**config.mk**
```make
export PLATFORM = sky130hd
export DESIGN_NAME = ext_bus_mode_select
export DESIGN_NICKNAME = d
export VERILOG_FILES = /design/src/design/ext_bus_pkg.sv /design/src/design/bus_clock_divider.sv /design/src/design/ext_bus_mode_select.sv /design/src/design/pin_sync.sv
export SDC_FILE = /design/constraint.sdc
export NUM_CORES = 1
export LEC_CHECK = 0
export BUFFER_PORTS_ARGS = -buffer_cell sky130_fd_sc_hd__clkbuf_2
export CAP_MARGIN = 20
export CELL_PAD_IN_SITES_DETAIL_PLACEMENT = 0
export CELL_PAD_IN_SITES_GLOBAL_PLACEMENT = 1
export CORE_AREA = 2 2 273 275
export CTS_CLUSTER_DIAMETER = 120
export DETAILED_ROUTE_END_ITERATION = 8
export DIE_AREA = 0 0 275 277
export HOLD_SLACK_MARGIN = 0.08
export PLACE_DENSITY = 0.73
export SYNTH_ARGS = -nofsm -noshare
export SYNTH_HDL_FRONTEND = slang
export SYNTH_HIERARCHICAL = 1
export SYNTH_SLANG_ARGS = --single-unit
```
**constraint.sdc**
```tcl
create_clock -name core_clk -period 2.6 [get_ports core_clk]
set_clock_uncertainty 0.05 [all_clocks]
set_input_delay 0.78 -clock core_clk [delete_from_list [all_inputs] [get_ports core_clk]]
set_output_delay 0.78 -clock core_clk [all_outputs]
set_load 0.005 [all_outputs]
```
**src/design/ext_bus_pkg.sv**
```systemverilog
// constants, types and structs shared by the external bus mode port
// Overview of operation
// role strap high slave, low master
// slave, type low: sync pin picks SRAM style
// role and type high give burst slave; code also needs the sync pin high, else it decodes the prohibited mode
// burst slave: mux pin shares address, data
// board never straps prohibited combination
// both type and role low: async controller
// type high, role low: burst controller
// master burst: mux pin puts address on data
// strobe pin selects write strobes or enables
// board holds strobe select low in burst
// boot pins low: boot from chip select 0
// paged ROM page mode only on select 0
// async controller: ROM, SRAM types, 16/32 bits
// burst controller adds PSRAM and NOR flash
// system picks sync SRAM before fieldbus access
// burst slave decodes byte granular addresses
// mux burst: line 17 carries address bit 17
// separated burst: line 1 is word/half bit
// SRAM slave: line 2, line 1 boundary bits
// host may wire error output to interrupt
// master burst drives bus clock for transfers
package ext_bus_pkg;
  localparam int ADDR_W = 20;
  localparam int DATA_W = 32;
  localparam int HADDR_HI = 17;
  localparam int CORE_CLK_NS = 5;
  localparam int BUS_CLK_NS = 20;
  localparam logic [3:0] BUS_CLK_HALF = 4'(BUS_CLK_NS / (2 * CORE_CLK_NS));
  localparam logic [2:0] STRAP_SETTLE = 3'h4;
  localparam logic [2:0] MEM_SYNC_WAIT = 3'h5;
  localparam logic [ADDR_W-1:0] ADDR_ZERO = 20'h00000;
  localparam logic [ADDR_W-1:0] ADDR_STEP16 = 20'h00002;
  localparam logic [ADDR_W-1:0] ADDR_STEP32 = 20'h00004;
  localparam logic [3:0] LANES_ALL = 4'hF;
  localparam logic [3:0] CS_NONE_N = 4'hF;
  localparam logic [3:0] CS0_ONLY_N = 4'hE;
  localparam logic [8:0] HOST_CTL_IDLE = 9'h0FF;
  localparam logic [2:0] MEM_ROM = 3'h0;
  localparam logic [2:0] MEM_PAGED_ROM = 3'h1;
  localparam logic [2:0] MEM_SRAM = 3'h2;
  localparam logic [2:0] MEM_SRAM_LIKE = 3'h3;
  localparam logic [2:0] MEM_PSRAM = 3'h4;
  localparam logic [2:0] MEM_NOR = 3'h5;

  typedef enum logic [7:0] {
    MODE_WAIT = 8'h01,
    MODE_MST_ASYNC = 8'h02,
    MODE_MST_BURST = 8'h04,
    MODE_SLV_ASYNC = 8'h08,
    MODE_SLV_SYNC = 8'h10,
    MODE_SLV_BURST_SEP = 8'h20,
    MODE_SLV_BURST_MUX = 8'h40,
    MODE_PROHIBITED = 8'h80
  } mode_e;

  typedef enum logic [4:0] {
    MS_IDLE = 5'h01,
    MS_ADDR = 5'h02,
    MS_DATA = 5'h04,
    MS_HOLD = 5'h08,
    MS_DONE = 5'h10
  } mst_state_e;

  typedef struct packed {
    logic role;
    logic ctlType;
    logic hostSync;
    logic admux;
    logic strobeFn;
    logic boot_select_0;
    logic boot_select_1;
    logic bus32;
  } strap_s;

  typedef struct packed {
    logic clk;
    logic csN;
    logic rdN;
    logic wrN;
    logic advN;
    logic [3:0] strobeN;
  } host_pins_s;

  typedef struct packed {
    logic [ADDR_W-1:0] addr;
    logic [3:0] lanes;
    logic write;
    logic [DATA_W-1:0] data;
  } host_req_s;

  typedef struct packed {
    logic [ADDR_W-1:0] addr;
    logic [DATA_W-1:0] wdata;
    logic [3:0] lanes;
    logic write;
    logic [1:0] cs;
    logic page;
    logic [2:0] kind;
  } mem_req_s;
endpackage

```
**src/design/bus_clock_divider.sv**
```systemverilog
// external bus clock divider with a pulse on each rising edge
module bus_clock_divider (
  // clock and reset
  input wire logic clk,
  input wire logic rst_n,
  // control and clock out
  input wire logic en,
  output logic ext_bus_clock,
  output logic tick
);
  logic [3:0] cnt;

  always_ff @(posedge clk) begin
    if (!rst_n || !en) begin
      cnt <= 4'h0;
      ext_bus_clock <= 1'b0;
      tick <= 1'b0;
    end else if (cnt == ext_bus_pkg::BUS_CLK_HALF - 4'h1) begin
      cnt <= 4'h0;
      ext_bus_clock <= !ext_bus_clock;
      tick <= !ext_bus_clock;
    end else begin
      cnt <= cnt + 4'h1;
      tick <= 1'b0;
    end
  end
endmodule

```
**src/design/ext_bus_mode_select.sv**
```systemverilog
// strap-selected external bus port: host slave and memory master roles
module ext_bus_mode_select (
  // clock and reset
  input wire logic core_clk,
  input wire logic rst_n,
  // mode straps
  input wire logic ifcRoleSelect,
  input wire logic memctlTypeSelect,
  input wire logic hostSyncSelect,
  input wire logic addrDataMuxSelect,
  input wire logic strobeFunctionSelect,
  input wire logic bootSelect0,
  input wire logic bootSelect1,
  input wire logic hostBus32,
  // host port pins
  input wire logic hostClk,
  input wire logic hostCsN,
  input wire logic hostRdN,
  input wire logic hostWrN,
  input wire logic hostAdvN,
  input wire logic [3:0] hostStrobeN,
  input wire logic [ext_bus_pkg::HADDR_HI:1] hostAddrLine,
  input wire logic [ext_bus_pkg::DATA_W-1:0] hostDataIn,
  output logic [ext_bus_pkg::DATA_W-1:0] hostDataOut,
  output logic hostDataOeN,
  output logic hostErrorOutN,
  // host side requests into the device
  output logic hostReqValid,
  output ext_bus_pkg::host_req_s hostReq,
  input wire logic [ext_bus_pkg::DATA_W-1:0] hostRdData,
  // master requests from the device
  input wire logic memReqValid,
  input wire ext_bus_pkg::mem_req_s memReq,
  output logic memReqReady,
  output logic memRespValid,
  output logic memRespErr,
  output logic [ext_bus_pkg::DATA_W-1:0] memRespData,
  // memory pins
  output logic extBusClock,
  output logic [ext_bus_pkg::ADDR_W-1:0] memAddr,
  input wire logic [ext_bus_pkg::DATA_W-1:0] memDataIn,
  output logic [ext_bus_pkg::DATA_W-1:0] memDataOut,
  output logic memDataOeN,
  output logic [3:0] memChipSelectN,
  output logic memRdN,
  output logic memWrStrobeN,
  output logic [3:0] memLaneN,
  // status
  output ext_bus_pkg::mode_e modeOut,
  output logic cfgError,
  output logic bootFromCs0,
  output logic pageModeActive
);
  ext_bus_pkg::strap_s strapSync, strap;
  ext_bus_pkg::host_pins_s hp;
  ext_bus_pkg::mode_e mode;
  ext_bus_pkg::mst_state_e mState;
  ext_bus_pkg::mem_req_s cur;
  logic [ext_bus_pkg::HADDR_HI:1] hAddr;
  logic [ext_bus_pkg::DATA_W-1:0] hData, memDataSync, wrData;
  logic [ext_bus_pkg::ADDR_W-1:0] burstAddr, wrAddr, beatAddr, hStep;
  logic [3:0] wrLanes, hLanes, hReqLanes, beatLanes;
  logic [2:0] settleCnt, holdCnt;
  logic strapsDone, hClkPrev, accPrev, wrPrev, hWr, hRd, hAcc, hRise;
  logic isMaster, isMstAsync, isMstBurst, isBurstSlave, busTick, step;
  logic beat, twoBeats, bootPending;
  logic [ext_bus_pkg::DATA_W-1:0] beatData;

  pin_sync #(.W(8), .RST_VAL(8'h00)) u_strap_sync (
    .clk(core_clk),
    .rst_n(rst_n),
    .pinIn({ifcRoleSelect, memctlTypeSelect, hostSyncSelect, addrDataMuxSelect,
            strobeFunctionSelect, bootSelect0, bootSelect1, hostBus32}),
    .pinOut(strapSync)
  );

  pin_sync #(.W(9), .RST_VAL(ext_bus_pkg::HOST_CTL_IDLE)) u_host_ctl_sync (
    .clk(core_clk),
    .rst_n(rst_n),
    .pinIn({hostClk, hostCsN, hostRdN, hostWrN, hostAdvN, hostStrobeN}),
    .pinOut(hp)
  );

  // address and data settle long before the strobes that sample them
  pin_sync #(.W(49), .RST_VAL(49'h0)) u_host_ad_sync (
    .clk(core_clk),
    .rst_n(rst_n),
    .pinIn({hostAddrLine, hostDataIn}),
    .pinOut({hAddr, hData})
  );

  pin_sync #(.W(32), .RST_VAL(32'h0)) u_mem_data_sync (
    .clk(core_clk),
    .rst_n(rst_n),
    .pinIn(memDataIn),
    .pinOut(memDataSync)
  );

  bus_clock_divider u_bus_clk (
    .clk(core_clk),
    .rst_n(rst_n),
    .en(isMstBurst),
    .ext_bus_clock(extBusClock),
    .tick(busTick)
  );

  function automatic ext_bus_pkg::mode_e decodeMode(ext_bus_pkg::strap_s s);
    if (!s.role) begin
      return s.ctlType ? ext_bus_pkg::MODE_MST_BURST : ext_bus_pkg::MODE_MST_ASYNC;
    end else if (!s.ctlType) begin
      return s.hostSync ? ext_bus_pkg::MODE_SLV_SYNC : ext_bus_pkg::MODE_SLV_ASYNC;
    end else if (!s.hostSync) begin
      return ext_bus_pkg::MODE_PROHIBITED;
    end
    return s.admux ? ext_bus_pkg::MODE_SLV_BURST_MUX : ext_bus_pkg::MODE_SLV_BURST_SEP;
  endfunction

  function automatic logic [1:0] firstLane(logic [3:0] l);
    firstLane = 2'h0;
    for (int i = 3; i >= 0; i--) begin
      if (l[i]) begin
        firstLane = 2'(i);
      end
    end
  endfunction

  // byte address of a host access; low bits come from the lanes in use, except in mux burst where the data lines carry them
  function automatic logic [ext_bus_pkg::ADDR_W-1:0] hostAddr(
    ext_bus_pkg::mode_e m, logic b32, logic [17:1] a, logic [3:0] l, logic [16:0] d);
    logic [ext_bus_pkg::ADDR_W-1:0] base;
    logic [1:0] off;
    off = b32 ? firstLane(l) : (firstLane(l) & 2'h1);
    if (m == ext_bus_pkg::MODE_SLV_BURST_MUX) begin
      return {2'b00, a[17], d};
    end else if (m == ext_bus_pkg::MODE_SLV_BURST_SEP) begin
      base = b32 ? {1'b0, a[17:1], 2'b00} : {2'b00, a[17:1], 1'b0};
    end else begin
      base = b32 ? {2'b00, a[17:2], 2'b00} : {2'b00, a[17:1], 1'b0};
    end
    return base | {18'h0, off};
  endfunction

  // straps are caught once, after the synchronisers have settled
  always_ff @(posedge core_clk) begin
    if (!rst_n) begin
      settleCnt <= 3'h0;
      strapsDone <= 1'b0;
      strap <= '0;
    end else if (!strapsDone) begin
      // synchroniser output only follows the pins four edges after release
      if (settleCnt == ext_bus_pkg::STRAP_SETTLE) begin
        strapsDone <= 1'b1;
        strap <= strapSync;
      end else begin
        settleCnt <= settleCnt + 3'h1;
      end
    end
  end

  always_ff @(posedge core_clk) begin
    if (!rst_n) begin
      mode <= ext_bus_pkg::MODE_WAIT;
      modeOut <= ext_bus_pkg::MODE_WAIT;
      cfgError <= 1'b0;
      hostErrorOutN <= 1'b1;
      bootFromCs0 <= 1'b0;
    end else begin
      if (strapsDone) begin
        mode <= decodeMode(strap);
      end
      modeOut <= mode;
      // prohibited straps and strobe pin high in burst both raise cfgError; burst requests still run with the strobe pin high
      cfgError <= (mode == ext_bus_pkg::MODE_PROHIBITED) || (isBurstSlave && strap.strobeFn);
      hostErrorOutN <= !cfgError;
      bootFromCs0 <= isMaster && !strap.boot_select_0 && !strap.boot_select_1;
    end
  end

  assign isMstAsync = (mode == ext_bus_pkg::MODE_MST_ASYNC);
  assign isMstBurst = (mode == ext_bus_pkg::MODE_MST_BURST);
  assign isMaster = isMstAsync || isMstBurst;
  assign isBurstSlave = (mode == ext_bus_pkg::MODE_SLV_BURST_SEP) ||
                        (mode == ext_bus_pkg::MODE_SLV_BURST_MUX);

  // host slave side
  assign hLanes = ~hp.strobeN & (strap.bus32 ? 4'hF : 4'h3);
  assign hWr = strap.strobeFn ? |hLanes : !hp.wrN;
  assign hRd = !hp.rdN;
  assign hAcc = !hp.csN && (hRd || hWr);
  assign hRise = hp.clk && !hClkPrev;
  assign hReqLanes = (strap.strobeFn && !hWr) ? ext_bus_pkg::LANES_ALL : hLanes;
  assign hStep = strap.bus32 ? ext_bus_pkg::ADDR_STEP32 : ext_bus_pkg::ADDR_STEP16;

  always_ff @(posedge core_clk) begin
    if (!rst_n) begin
      hostReqValid <= 1'b0;
      hostReq <= '0;
      burstAddr <= ext_bus_pkg::ADDR_ZERO;
      wrAddr <= ext_bus_pkg::ADDR_ZERO;
      wrData <= '0;
      wrLanes <= 4'h0;
      hClkPrev <= 1'b0;
      accPrev <= 1'b0;
      wrPrev <= 1'b0;
    end else begin
      hostReqValid <= 1'b0;
      hClkPrev <= hp.clk;
      accPrev <= hAcc;
      wrPrev <= hWr && !hp.csN;
      if (hWr && !hp.csN) begin
        wrData <= hData;
        wrLanes <= hReqLanes;
        wrAddr <= hostAddr(mode, strap.bus32, hAddr, hReqLanes, hData[16:0]);
      end
      unique case (mode)
        ext_bus_pkg::MODE_SLV_ASYNC: begin
          // async writes are taken when the strobe ends, with the data it held
          if (hAcc && !accPrev && hRd) begin
            hostReqValid <= 1'b1;
            hostReq <= '{hostAddr(mode, strap.bus32, hAddr, hReqLanes, hData[16:0]),
                         hReqLanes, 1'b0, '0};
          end else if (wrPrev && !(hWr && !hp.csN)) begin
            hostReqValid <= 1'b1;
            hostReq <= '{wrAddr, wrLanes, 1'b1, wrData};
          end
        end
        ext_bus_pkg::MODE_SLV_SYNC: begin
          if (hRise && hAcc) begin
            hostReqValid <= 1'b1;
            hostReq <= '{hostAddr(mode, strap.bus32, hAddr, hReqLanes, hData[16:0]),
                         hReqLanes, hWr, hData};
          end
        end
        ext_bus_pkg::MODE_SLV_BURST_SEP, ext_bus_pkg::MODE_SLV_BURST_MUX: begin
          if (hRise && !hp.csN) begin
            if (!hp.advN) begin
              burstAddr <= hostAddr(mode, strap.bus32, hAddr, hReqLanes, hData[16:0]);
            end else if (hRd || hWr) begin
              hostReqValid <= 1'b1;
              hostReq <= '{burstAddr, hReqLanes, hWr, hData};
              burstAddr <= burstAddr + hStep;
            end
          end
        end
        default: begin
        end
      endcase
    end
  end

  always_ff @(posedge core_clk) begin
    if (!rst_n) begin
      hostDataOut <= '0;
      hostDataOeN <= 1'b1;
    end else begin
      hostDataOut <= hostRdData;
      // in burst modes the drivers stay off while hostAdvN is low; in mux burst the lines carry the address then
      hostDataOeN <= !(!isMaster && mode != ext_bus_pkg::MODE_WAIT && !hp.csN && hRd &&
                       (isBurstSlave ? hp.advN : 1'b1));
    end
  end

  // memory master side
  assign step = isMstAsync || busTick;
  assign twoBeats = !strap.bus32 && |cur.lanes[3:2];
  assign beatAddr = cur.addr + (beat ? ext_bus_pkg::ADDR_STEP16 : ext_bus_pkg::ADDR_ZERO);
  assign beatLanes = beat ? {2'b00, cur.lanes[3:2]} : cur.lanes;
  assign beatData = beat ? {16'h0000, cur.wdata[31:16]} : cur.wdata;

  always_ff @(posedge core_clk) begin
    if (!rst_n) begin
      mState <= ext_bus_pkg::MS_IDLE;
      cur <= '0;
      beat <= 1'b0;
      holdCnt <= 3'h0;
      bootPending <= 1'b1;
      pageModeActive <= 1'b0;
      memReqReady <= 1'b0;
      memRespValid <= 1'b0;
      memRespErr <= 1'b0;
      memRespData <= '0;
      memAddr <= ext_bus_pkg::ADDR_ZERO;
      memDataOut <= '0;
      memDataOeN <= 1'b1;
      memChipSelectN <= ext_bus_pkg::CS_NONE_N;
      memRdN <= 1'b1;
      memWrStrobeN <= 1'b1;
      memLaneN <= ext_bus_pkg::LANES_ALL;
    end else begin
      unique case (mState)
        ext_bus_pkg::MS_IDLE: begin
          memRespValid <= 1'b0;
          memRespErr <= 1'b0;
          memReqReady <= isMaster;
          if (memReqValid && memReqReady) begin
            memReqReady <= 1'b0;
            cur <= memReq;
            beat <= 1'b0;
            // the async controller has no PSRAM or NOR flash timing
            if (isMstAsync && (memReq.kind == ext_bus_pkg::MEM_PSRAM ||
                               memReq.kind == ext_bus_pkg::MEM_NOR)) begin
              memRespValid <= 1'b1;
              memRespErr <= 1'b1;
            end else begin
              mState <= ext_bus_pkg::MS_ADDR;
              pageModeActive <= memReq.page && memReq.cs == 2'h0 &&
                                memReq.kind == ext_bus_pkg::MEM_PAGED_ROM;
            end
          end
        end
        ext_bus_pkg::MS_ADDR: begin
          if (step) begin
            memChipSelectN <= bootPending ? ext_bus_pkg::CS0_ONLY_N :
                              ~(4'h1 << cur.cs);
            if (isMstBurst && strap.admux) begin
              memAddr <= ext_bus_pkg::ADDR_ZERO;
              memDataOut <= {12'h000, beatAddr};
              memDataOeN <= 1'b0;
            end else begin
              memAddr <= beatAddr;
              memDataOut <= beatData;
              memDataOeN <= !cur.write;
            end
            mState <= ext_bus_pkg::MS_DATA;
          end
        end
        ext_bus_pkg::MS_DATA: begin
          if (step) begin
            holdCnt <= 3'h0;
            if (cur.write) begin
              memWrStrobeN <= 1'b0;
              memLaneN <= ~beatLanes;
              memDataOut <= beatData;
              memDataOeN <= 1'b0;
            end else begin
              memRdN <= 1'b0;
              memLaneN <= strap.strobeFn ? ext_bus_pkg::LANES_ALL : ~beatLanes;
              memDataOeN <= 1'b1;
            end
            mState <= ext_bus_pkg::MS_HOLD;
          end
        end
        ext_bus_pkg::MS_HOLD: begin
          // read data pass the pin synchroniser, so wait for it before sampling
          if (holdCnt != ext_bus_pkg::MEM_SYNC_WAIT) begin
            holdCnt <= holdCnt + 3'h1;
          end else if (step) begin
            if (strap.bus32) begin
              memRespData <= memDataSync;
            end else if (beat) begin
              memRespData[31:16] <= memDataSync[15:0];
            end else begin
              memRespData[15:0] <= memDataSync[15:0];
            end
            memRdN <= 1'b1;
            memWrStrobeN <= 1'b1;
            memLaneN <= ext_bus_pkg::LANES_ALL;
            if (twoBeats && !beat) begin
              beat <= 1'b1;
              if (pageModeActive) begin
                memAddr <= cur.addr + ext_bus_pkg::ADDR_STEP16;
                mState <= ext_bus_pkg::MS_DATA;
              end else begin
                memChipSelectN <= ext_bus_pkg::CS_NONE_N;
                mState <= ext_bus_pkg::MS_ADDR;
              end
            end else begin
              memChipSelectN <= ext_bus_pkg::CS_NONE_N;
              memDataOeN <= 1'b1;
              mState <= ext_bus_pkg::MS_DONE;
            end
          end
        end
        ext_bus_pkg::MS_DONE: begin
          memRespValid <= 1'b1;
          bootPending <= 1'b0;
          pageModeActive <= 1'b0;
          mState <= ext_bus_pkg::MS_IDLE;
        end
      endcase
    end
  end

  a_role_master:
    assert property (@(posedge core_clk) disable iff (!rst_n)
      $rose(strapsDone) && !strap.role |=> isMaster)
    else $error("role strap low did not select a master mode");

  a_sync_sram_pick:
    assert property (@(posedge core_clk) disable iff (!rst_n)
      $rose(strapsDone) && strap.role && !strap.ctlType |=>
        mode == (strap.hostSync ? ext_bus_pkg::MODE_SLV_SYNC : ext_bus_pkg::MODE_SLV_ASYNC))
    else $error("SRAM slave style does not follow the sync strap");

  a_burst_slave:
    assert property (@(posedge core_clk) disable iff (!rst_n)
      $rose(strapsDone) && strap.role && strap.ctlType && strap.hostSync |=> isBurstSlave)
    else $error("burst slave mode not selected");

  a_burst_mux_sel:
    assert property (@(posedge core_clk) disable iff (!rst_n)
      isBurstSlave |-> (mode == ext_bus_pkg::MODE_SLV_BURST_MUX) == strap.admux)
    else $error("burst slave mux form differs from strap");

  a_async_master:
    assert property (@(posedge core_clk) disable iff (!rst_n)
      $rose(strapsDone) && !strap.role && !strap.ctlType |=> ##1 modeOut == ext_bus_pkg::MODE_MST_ASYNC)
    else $error("async master controller not selected");

  a_burst_master:
    assert property (@(posedge core_clk) disable iff (!rst_n)
      $rose(strapsDone) && !strap.role && strap.ctlType |=> ##1 modeOut == ext_bus_pkg::MODE_MST_BURST)
    else $error("burst master controller not selected");

  a_mux_addr_data:
    assert property (@(posedge core_clk) disable iff (!rst_n)
      mState == ext_bus_pkg::MS_ADDR && step && isMstBurst && strap.admux |=>
        !memDataOeN && memAddr == ext_bus_pkg::ADDR_ZERO && memDataOut[19:0] == $past(beatAddr))
    else $error("address not placed on data lines in mux burst");

  a_read_no_strobe:
    assert property (@(posedge core_clk) disable iff (!rst_n)
      !memRdN && strap.strobeFn |-> memLaneN == ext_bus_pkg::LANES_ALL && memWrStrobeN)
    else $error("write strobes active during a read");

  a_boot_cs_zero:
    assert property (@(posedge core_clk) disable iff (!rst_n)
      bootPending && memChipSelectN != ext_bus_pkg::CS_NONE_N |->
        memChipSelectN == ext_bus_pkg::CS0_ONLY_N)
    else $error("boot access not on chip select zero");

  a_page_cs_zero:
    assert property (@(posedge core_clk) disable iff (!rst_n)
      pageModeActive |-> memChipSelectN[3:1] == 3'h7)
    else $error("page mode on a chip select other than zero");

  a_bus_clock_gate:
    assert property (@(posedge core_clk) disable iff (!rst_n)
      !isMstBurst |=> !extBusClock)
    else $error("bus clock runs outside master burst mode");
endmodule

```
**src/design/pin_sync.sv**
```systemverilog
// three-stage pin synchroniser, output moves when stages two and three agree
module pin_sync #(
  parameter int W = 1,
  parameter logic [W-1:0] RST_VAL = '0
) (
  // clock and reset
  input wire logic clk,
  input wire logic rst_n,
  // pins and settled levels
  input wire logic [W-1:0] pinIn,
  output logic [W-1:0] pinOut
);
  logic [W-1:0] s1, s2, s3;

  always_ff @(posedge clk) begin
    if (!rst_n) begin
      s1 <= RST_VAL;
      s2 <= RST_VAL;
      s3 <= RST_VAL;
    end else begin
      s1 <= pinIn;
      s2 <= s1;
      s3 <= s2;
    end
  end

  for (genvar i = 0; i < W; i++) begin : g_bit
    always_ff @(posedge clk) begin
      if (!rst_n) begin
        pinOut[i] <= RST_VAL[i];
      end else if (s2[i] == s3[i]) begin
        pinOut[i] <= s3[i];
      end
    end
  end
endmodule

```
* After elaboration in Yosys (flattened, before gate mapping)
Index checks and enable logic that the tools add are counted.
** Cells by class
- Add/sub/neg operators :: 6
- Equal/unequal tests :: 137
- Shift-type cells :: 1
- Muxes and demuxes :: 160
- Bitwise operators :: 12
- Reduce and logical (&&, ||, !) cells :: 80
** Operators with widths (count)
- 20-bit two-way mux :: 26
- 57-bit two-way mux :: 6
- 32-bit two-way mux :: 6
- 57-bit case mux with 3 select lines :: 1
- 1-bit equality test :: 98
- 20-bit by 2-bit OR with 20-bit output :: 4
- 32-bit case mux with 2 select lines :: 1
- 4-bit two-way mux :: 14
- 1-bit two-way mux :: 50
- 2-bit two-way mux :: 22
- 5-bit two-way mux :: 8
- 20-bit case mux with 2 select lines :: 1
- 19-bit two-way mux :: 2
- 2-bit != test, second input constant :: 17
- 16-bit two-way mux :: 2
- 8-bit two-way mux :: 4
- 5-bit case mux with 5 select lines :: 1
- 6-bit AND reduction :: 4
- 1-bit logical AND :: 23
- 20-bit by 2-bit adder with 20-bit output :: 1
- 20-bit by 2-bit adder with 20-bit output, second input constant :: 1
- 20-bit by 3-bit adder with 20-bit output :: 1
- 5-bit AND reduction :: 4
- 1-bit zero test :: 18
- other kinds (39) :: 81
** Word-level totals
- Register bits :: 767
- Input bits :: 196
- Output and inout bits :: 202
- Word-level logic and storage cells :: 560

* Longest topological paths before layout
Gate-level depths: netlist of run 1.
- Depth after elaboration :: 19
- Mapped depth :: 11
- Mapped depth without buffers :: 10

* By module
The synthesis of run 1 kept the hierarchy.
** By module, submodules not included
- ext_bus_mode_select :: instances 1, cells an instance 1946, area each 16508.3 µm², seq. area each 7367.1 µm²
- pin_sync at u_host_ad_sync :: instances 1, cells an instance 511, area each 5750.5 µm², seq. area each 3923.8 µm²
- pin_sync at u_mem_data_sync :: instances 1, cells an instance 334, area each 3788.6 µm², seq. area each 2562.5 µm²
- pin_sync at u_host_ctl_sync :: instances 1, cells an instance 93, area each 1043.5 µm², seq. area each 720.7 µm²
- pin_sync at u_strap_sync :: instances 1, cells an instance 83, area each 960.9 µm², seq. area each 640.6 µm²
- bus_clock_divider :: instances 1, cells an instance 23, area each 237.7 µm², seq. area each 120.1 µm²

* Least setup slack after synthesis of run 1
OpenSTA, ideal clock, no wires.
- Path type :: register -> register
- From :: register strap[0] (netlist name)
- To :: register burstAddr[19] (netlist name)
- Library setup time :: 0.080 ns
- Data arrival time :: 2.417 ns
- Data required time :: 2.470 ns
- Setup slack :: 0.053 ns
- Cell stages (with the launch flop) :: 10
- Path buffers :: 1
- Period minus slack after synthesis :: 2.547 ns
- Path through :: dfxtp_1 -> buf_1 -> inv_1 -> fa_1 -> and3b_1 -> nand3_1 -> nor3_1 -> nand3_1 -> xor2_1 -> nor3b_1
** On the way
- Word-level cells in the longest chain between the ends :: 7
- Elaborated cells between the ends (all ways) :: 11
- Those cells by class :: add/sub: 1; eq/ne: 1; mux: 5; bitwise: 1; reduce/logical: 3
** Ends and longest elaborated chain
- from (decl) :: line ext_bus_mode_select.sv:54 : ext_bus_pkg::strap_s strapSync, strap;
- from (signal assigned) :: line ext_bus_mode_select.sv:153 : strap <= strapSync;
- parallel branches: the longest is 7 deep, another holds 20-bit by 3-bit adder with 20-bit output
- to (signal assigned) :: line ext_bus_mode_select.sv:198 : burstAddr <= ext_bus_pkg::ADDR_ZERO;
- to (signal assigned) :: line ext_bus_mode_select.sv:237 : burstAddr <= hostAddr(mode, strap.bus32, hAddr, hReqLanes, hData[16:0]);
- to (signal assigned) :: line ext_bus_mode_select.sv:241 : burstAddr <= burstAddr + hStep;
- to (decl) :: line ext_bus_mode_select.sv:61 : logic [ext_bus_pkg::ADDR_W-1:0] burstAddr, wrAddr, beatAddr, hStep;
Parallel ways; which one is timed is not known. The select of a mux whose other input is x is not followed.
A chain may end at the register's enable or synchronous reset.

* Worst setup path in the final report of run 1
- From :: register mode[6]
- To :: register hostReq[20] (netlist name)
** On the way
- Word-level cells in the longest chain between the ends :: 4
- Elaborated cells between the ends (all ways) :: 13
- Those cells by class :: eq/ne: 9; mux: 1; reduce/logical: 3
** Ends and longest elaborated chain
- from (decl) :: line ext_bus_mode_select.sv:56 : ext_bus_pkg::mode_e mode;
- from (signal assigned) :: line ext_bus_mode_select.sv:162 : mode <= ext_bus_pkg::MODE_WAIT;
- from (signal assigned) :: line ext_bus_mode_select.sv:169 : mode <= decodeMode(strap);
- 8-bit by 7-bit equality test with 1-bit output or 8-bit by 6-bit equality test with 1-bit output (tied branches) :: line ext_bus_mode_select.sv:215 : unique case (mode)
- 2-bit OR reduction :: line ext_bus_mode_select.sv:215
- 2-bit by 1-bit != test with 1-bit output (no source line) (tied with other cells)
- 6-bit AND reduction (no source line)
- to (signal assigned) :: line ext_bus_mode_select.sv:220 : hostReq <= '{hostAddr(mode, strap.bus32, hAddr, hReqLanes, hData[16:0]),
- to (signal assigned) :: line ext_bus_mode_select.sv:224 : hostReq <= '{wrAddr, wrLanes, 1'b1, wrData};
- to (signal assigned) :: line ext_bus_mode_select.sv:230 : hostReq <= '{hostAddr(mode, strap.bus32, hAddr, hReqLanes, hData[16:0]),
- to (decl) :: line ext_bus_mode_select.sv:29 : output ext_bus_pkg::host_req_s hostReq,
Parallel ways exist; a longest one is shown, timed or not.

==> impl_metrics.yaml, run 1 <==
floorplanning:
  dieArea_sq_mm: 0.0762
  design.core.area_sq_mm: 0.0736
  rows: 100
  die_width_um: 275
  die_h_um: 277
  ios: 398
  initial_core_util: 0.385
logic_synthesis:
  synth.avg_cell_area_sq_um: 9.46
  synth_area_leader_cell: "dfxtp_1"
  async_reset_ff_frac: 0
  synth_xor_area_frac: 0.00805
  synth_simple_gate_area_share: 0.207
  synth_fa_ha_area_frac: 0.00557
  syn_nets: 3198
  synth_edf_count: 0
  synth_seq_cells: 766
  yosys_most_used_dff: "dfxtp_1"
  synth-compound-area-share: 0.182
  seq_area_frac_synth: 0.542
  synth_top_area_frac: 0.542
  ys_types: 80
  synth_top_family_by_area: "simple AND/OR/NAND/NOR gates"
  netlist_instances: 2990
  syn_area_sq_mm: 0.0283
  yosys_warnings: 6
  synthMuxAreaShare: 0.0227
  ys_top_cells_by_area: "dfxtp_1, and2_1, nand2_1, a21boi_0, o21ai_0"
final_layout:
  multiInputGateArea_sq_mm: 0.0121
  regArea_sq_mm: 0.0153
  drive_above_1_share: 0.196
  final_common_cell: "dfxtp_1"
  layout_common_cells: "dfxtp_1, nand2_1, clkbuf_2, and2_1, o21ai_0"
  nets: 3603
  nFillCells: 7137
  area_growth_pct: 22.0
pwr:
  p_leak_nw: 13.9
  pwr-share-comb: 0.037
  seq_power_share: 0.490
  switching_share: 0.223
  pwr-share-clk: 0.474
  p_int_mw: 19.2
  p_sw_mw: 5.50
  vdd_drop_max_mv: 0.473
  power_density_mw_per_mm2: 716
sta:
  max_slew_margin: 0.401
  worst_pin_slew_ns: 0.898
  rsz0062_at_grt: "no"
  finalCritPeriodShare: 0.931
  fmax_mhz: 413
  drv_slew: 0
  hold_viol: 0
  timing.setup.tns_ns: 0
  final.min_clock_period_ns: 2.42
  setup_viol: 0
  hold_ws_ns: 0.269
worst_hold_path:
  hp-class: "in -> reg"
  min_from: "hostStrobeN[2]"
  min_to: "u_host_ctl_sync/s1[2]"
  worstHoldPathCells: 2
critical_path:
  reg2regPathDepth: 9
  critPathKind: "reg -> reg"
  path_max_fanout: 16
  worstPathRequired_ns: 3.07
  r2r_slack_ns: 0.18
  critPathBufInv: 3
  critPathLaunchType: "register"
  cp_top_family: "compound AO/OA/AOI/OAI gates"
  crit-reg2reg-capture: "hostReq[20]"
  cp.arrival_ns: 2.88
  worst-path-stages: 9
  path_cells: "xor2_1 -> buf_4 -> o211ai_1 -> a21o_1 -> a211oi_4 -> buf_12 -> buf_4 -> o211ai_1 -> o211a_1"
  r2r-start: "mode[6]"
  critPathCaptureType: "register"
  cp_slowest_stage_delay_ns: 0.44
  slowest_stage: "dfxtp_1"
cts:
  post_cts_buffers: 0
  cts_inserted_buffers: 84
  cts_root_buffer: "clkbuf_16"
  holdBufCountCts: 0
  htree_levels: 3
  cts_buffer_depth: 3
  cts_tree: "built"
  clkLatencyLatePin_ns: 0.64
  cts_resized: 0
  clock_sinks: 766
  path_clk_slew_ns: 0.06
outcome:
  status: "finished, final reports clean"
grt:
  grt_max_degree: 101
  grt.total_usage: 0.192
  antenna_found_initial: 3
  grt_pass1_wl_mm: 117
  grt_overflow: 0
  grt_pass1_vias: 20726
placement:
  hpwl_mm: 52.8
  port_buffers: 397
  gp_congestion: 0.847
run:
  drv_cap: 0
route:
  routed_via_density: 4.93
  vias: 21825
  drtAntennaViolNets: 0
  wire_per_inst_um: 16.9
  wirelength_mm: 74.8
  dr.first_iter.drc_count: 1355
  drtPass1Iterations: 8
  drc_errors: 0
[stage by stage]
stage | power [mW] | utilization | instance area [sq um] | instances | setup slack (ns)
2_1_floorplan | 12.9 | - | 28300 | 2990 | 0.0533
3_5_place_dp | 13.3 | 0.432 | 31700 | 4278 | 0.210
6_report | 24.7 | 0.469 | 34500 | 4429 | 0.180
4_1_cts | 25.1 | 0.469 | 34500 | 4427 | 0.187
5_1_grt | 25.7 | 0.469 | 34500 | 4429 | 0.00295
3_3_place_gp | 13.3 | 0.432 | 31700 | 4278 | 0.250
[state kept, by name (all words and copies together) (netlist names), 49 cells and up]
name	cells
cur	59
u_host_ad_sync/s1	49
u_host_ad_sync/pinOut	49
hostReq	57
u_host_ad_sync/s2	49
u_host_ad_sync/s3	49
[power by group through the flow]
| stage | combinational [mW] | clock [mW] | sequential, mW |
|---|---|---|---|
| final | 0.903 | 11.7 | 12.1 |
| after global routing | 1.01 | 12.5 | 12.1 |
| after global placement | 0.912 | 0 | 12.4 |
| after detailed placement | 0.914 | 0 | 12.4 |
| after floorplan | 0.553 | 0 | 12.3 |
| after CTS | 0.918 | 12.0 | 12.1 |
[cells in the mapped netlist, types with 51 or more instances]
cell and n:
a21oi_1 81, mux2i_1 63, clkbuf_1 117, o211ai_1 51, nand2_1 497, a21boi_0 182
nor2_1 94, and2_1 325, dfxtp_1 766, nor2b_1 53, o21ai_0 198, o211a_1 53
[how the worst max path moves through the flow]
stage | endpoint | start | slack [ns]
after floorplan | burstAddr[19] | strap[0] | 0.05
after global placement | hostReq[12] | mode[6] | 0.25
after detailed placement | hostReq[20] | mode[3] | 0.21
after CTS | hostReq[20] | mode[6] | 0.19
after global routing | hostReq[20] | mode[6] | 0.003
final | hostReq[20] | mode[6] | 0.18
[logic make-up (layout without fill, tap and decap cells)]
family                     after synthesis  in the layout
buffers and inverters                  213            681
DFF                                    766            766
AOI/OAI and AO/OA                      743            743
xor gates and xnor gates                26             26
and+or+nand+nor                       1166           1166
adders and majority gates               12             12
other                                    0              2
muxes                                   64             64
[routing by layer]
| layer | GRT usage | wire length (um) |
|---|---|---|
| met1 | 0.260 | 34900 |
| met2 | 0.307 | 34200 |
| met3 | 0.0306 | 3420 |
| met4 | 0.0730 | 2210 |
| met5 | 0 | 0 |
[cell type report]
type | instances | area share
diodes | 2 | 0.000145
clock buffers | 118 | 0.0704
clock inverters | 31 | 0.00950
inverters | 24 | 0.00261
multi-input cells | 2011 | 0.350
flip-flops and latches | 766 | 0.444
well taps | 969 | 0.0351
repair buffers | 508 | 0.0878
Power figures use the tool's default switching activity.
==> run 2, diff against run 1 <==
- PLACE_DENSITY: 0.73 -> 0.74
- SYNTH_HIERARCHICAL: 1 -> default
==> run 2 against run 1 <==
Effect of this change:
- synthesized cell count rose by 3.9%
- design area rose by 1.5%
- final cell count rose by 2.3%
- largest power group unchanged
- setup slack got worse by 0.14 ns
- largest cell class unchanged
- global-route usage rose by 2.3 points
- count of clock-buffer cells in the layout rose by 5
- non-clock buffer count rose by 27
- sequential power barely moved
- highest routed layer is now met5
- wire length rose by 12%
- hold slack improved by 0.017 ns
==> impl_metrics.yaml, run 2 <==
grt:
  grt_pass1_wl_mm: 129
  grt.total_usage: 0.215
  antenna_found_initial: 1
  grt_pass1_vias: 22041
  grt_overflow: 0
  grt_max_degree: 65
route:
  drc_errors: 0
  vias: 23619
  drtAntennaViolNets: 0
  wirelength_mm: 83.6
  dr.first_iter.drc_count: 1664
  drtPass1Iterations: 5
  routed_via_density: 5.22
  wire_per_inst_um: 18.5
cts:
  clkLatencyLatePin_ns: 0.64
  cts_resized: 0
  cts_root_buffer: "clkbuf_16"
  post_cts_buffers: 0
  clock_sinks: 766
  cts_inserted_buffers: 83
  cts_buffer_depth: 3
  cts_tree: "built"
  holdBufCountCts: 0
  path_clk_slew_ns: 0.06
  htree_levels: 3
sta:
  hold_viol: 0
  hold_ws_ns: 0.285
  setup_viol: 0
  rsz0062_at_grt: "yes"
  max_slew_margin: 0.548
  worst_pin_slew_ns: 0.678
  drv_slew: 0
  final.min_clock_period_ns: 2.56
  timing.setup.tns_ns: 0
  fmax_mhz: 390
  finalCritPeriodShare: 0.985
final_layout:
  drive_above_1_share: 0.201
  largest_reg_flops: 59
  design_area_sq_mm: 0.0350
  layout_common_cells: "dfxtp_1, clkbuf_2, nand2_1, a21oi_1, and2_1"
  area_growth_pct: 23.2
  top_regs: "cur: 59 flops, hostReq: 57 flops"
  stdcell_count: 4529
  final_common_cell: "dfxtp_1"
  diodes: 0
  largest-register: "cur"
  nets: 3704
logic_synthesis:
  synth_edf_count: 0
  async_reset_ff_frac: 0
  synth_seq_cells: 766
  netlist_instances: 3108
  synth_top_area_frac: 0.540
  yosys_most_used_dff: "dfxtp_1"
  yosysMostFrequentCell: "dfxtp_1"
  ys_top_cells_by_area: "dfxtp_1, and2_1, a21oi_1, nand2_1, o21ai_0"
  synthTopCellsByCount: "dfxtp_1, nand2_1, a21oi_1, and2_1"
  ys_types: 84
  syn_nets: 3316
  synth_area_leader_cell: "dfxtp_1"
  synth.avg_cell_area_sq_um: 9.14
  yosys_warnings: 0
  syn_area_sq_mm: 0.0284
  seq_area_frac_synth: 0.540
worst_hold_path:
  hp-class: "in -> reg"
pwr:
  vdd_drop_max_mv: 0.539
  p_sw_mw: 5.79
  p_int_mw: 19.7
  power_density_mw_per_mm2: 728
  pwr-share-comb: 0.047
  pwr-share-clk: 0.475
  power_mw: 25.5
  p_leak_nw: 13.3
  seq_power_share: 0.478
  switching_share: 0.227
floorplanning:
  rows: 100
  dieArea_sq_mm: 0.0762
  die_width_um: 275
  die_h_um: 277
  design.core.area_sq_mm: 0.0736
  ios: 398
  initial_core_util: 0.386
critical_path:
  r2r_slack_ns: 0.04
  path_common_cell: "buf_4"
  cp.arrival_ns: 3.01
  slowest_stage: "or4b_1"
  worstPathRequired_ns: 3.05
  cp_slowest_stage_delay_ns: 0.50
  critPathKind: "reg -> reg"
  critPathCaptureType: "register"
  critPathLaunchType: "register"
  path_max_fanout: 17
  path_cells: "buf_4 -> or4b_1 -> buf_4 -> o21ai_0 -> mux2i_1 -> o31ai_1 -> a211oi_1"
placement:
  hpwl_mm: 57.3
  port_buffers: 397
  dpl.cell_count: 4380
  gp_congestion: 0.895
  place_area_sq_mm: 0.0321
outcome:
  status: "finished, final reports clean"
run:
  drv_cap: 0
## run 2: cell types whose count changed after synthesis, moves of 25 or more
cell      previous run  this run
o211a_1             53         0
a32oi_1              0        36
clkbuf_1           117       207
nor2b_1             53        11
nand3_1             49        86
a211oi_1             3        57
a21boi_0           182         6
a21boi_1            25         0
nand2_1            497       395
a21oi_1             81       339
## run 2: per-stage QoR
step,setup slack (ns),util
after global routing,-0.0623,0.476
after detailed placement,0.0353,0.436
final,0.0380,0.476
after global placement,0.0194,0.436
after CTS,0.00617,0.475
after floorplan,0.136,-
## run 2: final cells by class
class	instances	area, sq um
Multi-Input combinational cell	2075	12100
Clock inverter	26	415
Clock buffer	123	2450
Sequential cell	766	15300
Inverter	35	139
Timing Repair Buffer	535	3320
Fill cell	7117	38500
Tap cell	969	1210
## run 2: kinds of logic after synthesis
logic type	Yosys count	share of synthesized area
AO/OA/AOI/OAI	846	0.181
XOR/XNOR	22	0.00678
adder cells (fa/ha/maj)	12	0.00555
buffers and inverters	267	0.0369
flip-flops	766	0.540
multiplexers	80	0.0282
AND/OR/NAND/NOR	1115	0.202
## run 2: worst max-delay path: cells and delay by family, from the launching register on
family          cells  cell delay (ns)
buf+inv             2             0.40
flops               1             0.40
compound gates      3             0.87
mux                 1             0.21
simple gates        1             0.50
## run 2: path summary, 6_finish.rpt
kind                         start               endpoint  cells past startpoint
min reg2reg  u_host_ctl_sync.s1[4]  u_host_ctl_sync.s2[4]                      1
min                 hostDataIn[20]  u_host_ad_sync.s1[20]                      2
max                        mode[2]          burstAddr[12]                      7
max reg2reg                mode[2]          burstAddr[12]                      7
## run 2: layer usage
metal	wire, um	GRT usage	vias to the layer above
met5	13	0	-
met4	2880	0.0786	2
met3	4920	0.0421	147
met2	37200	0.327	689
met1	38600	0.300	11135
li1	-	-	11646
## run 2: power groups by stage
stage / sequential (mW) / clock, mW / combinational, mW
after CTS: 12.2 / 12.4 / 1.20
after floorplan: 12.4 / 0 / 0.673
final: 12.2 / 12.1 / 1.20
after detailed placement: 12.4 / 0 / 1.20
after global placement: 12.4 / 0 / 1.20
after global routing: 12.2 / 12.9 / 1.33
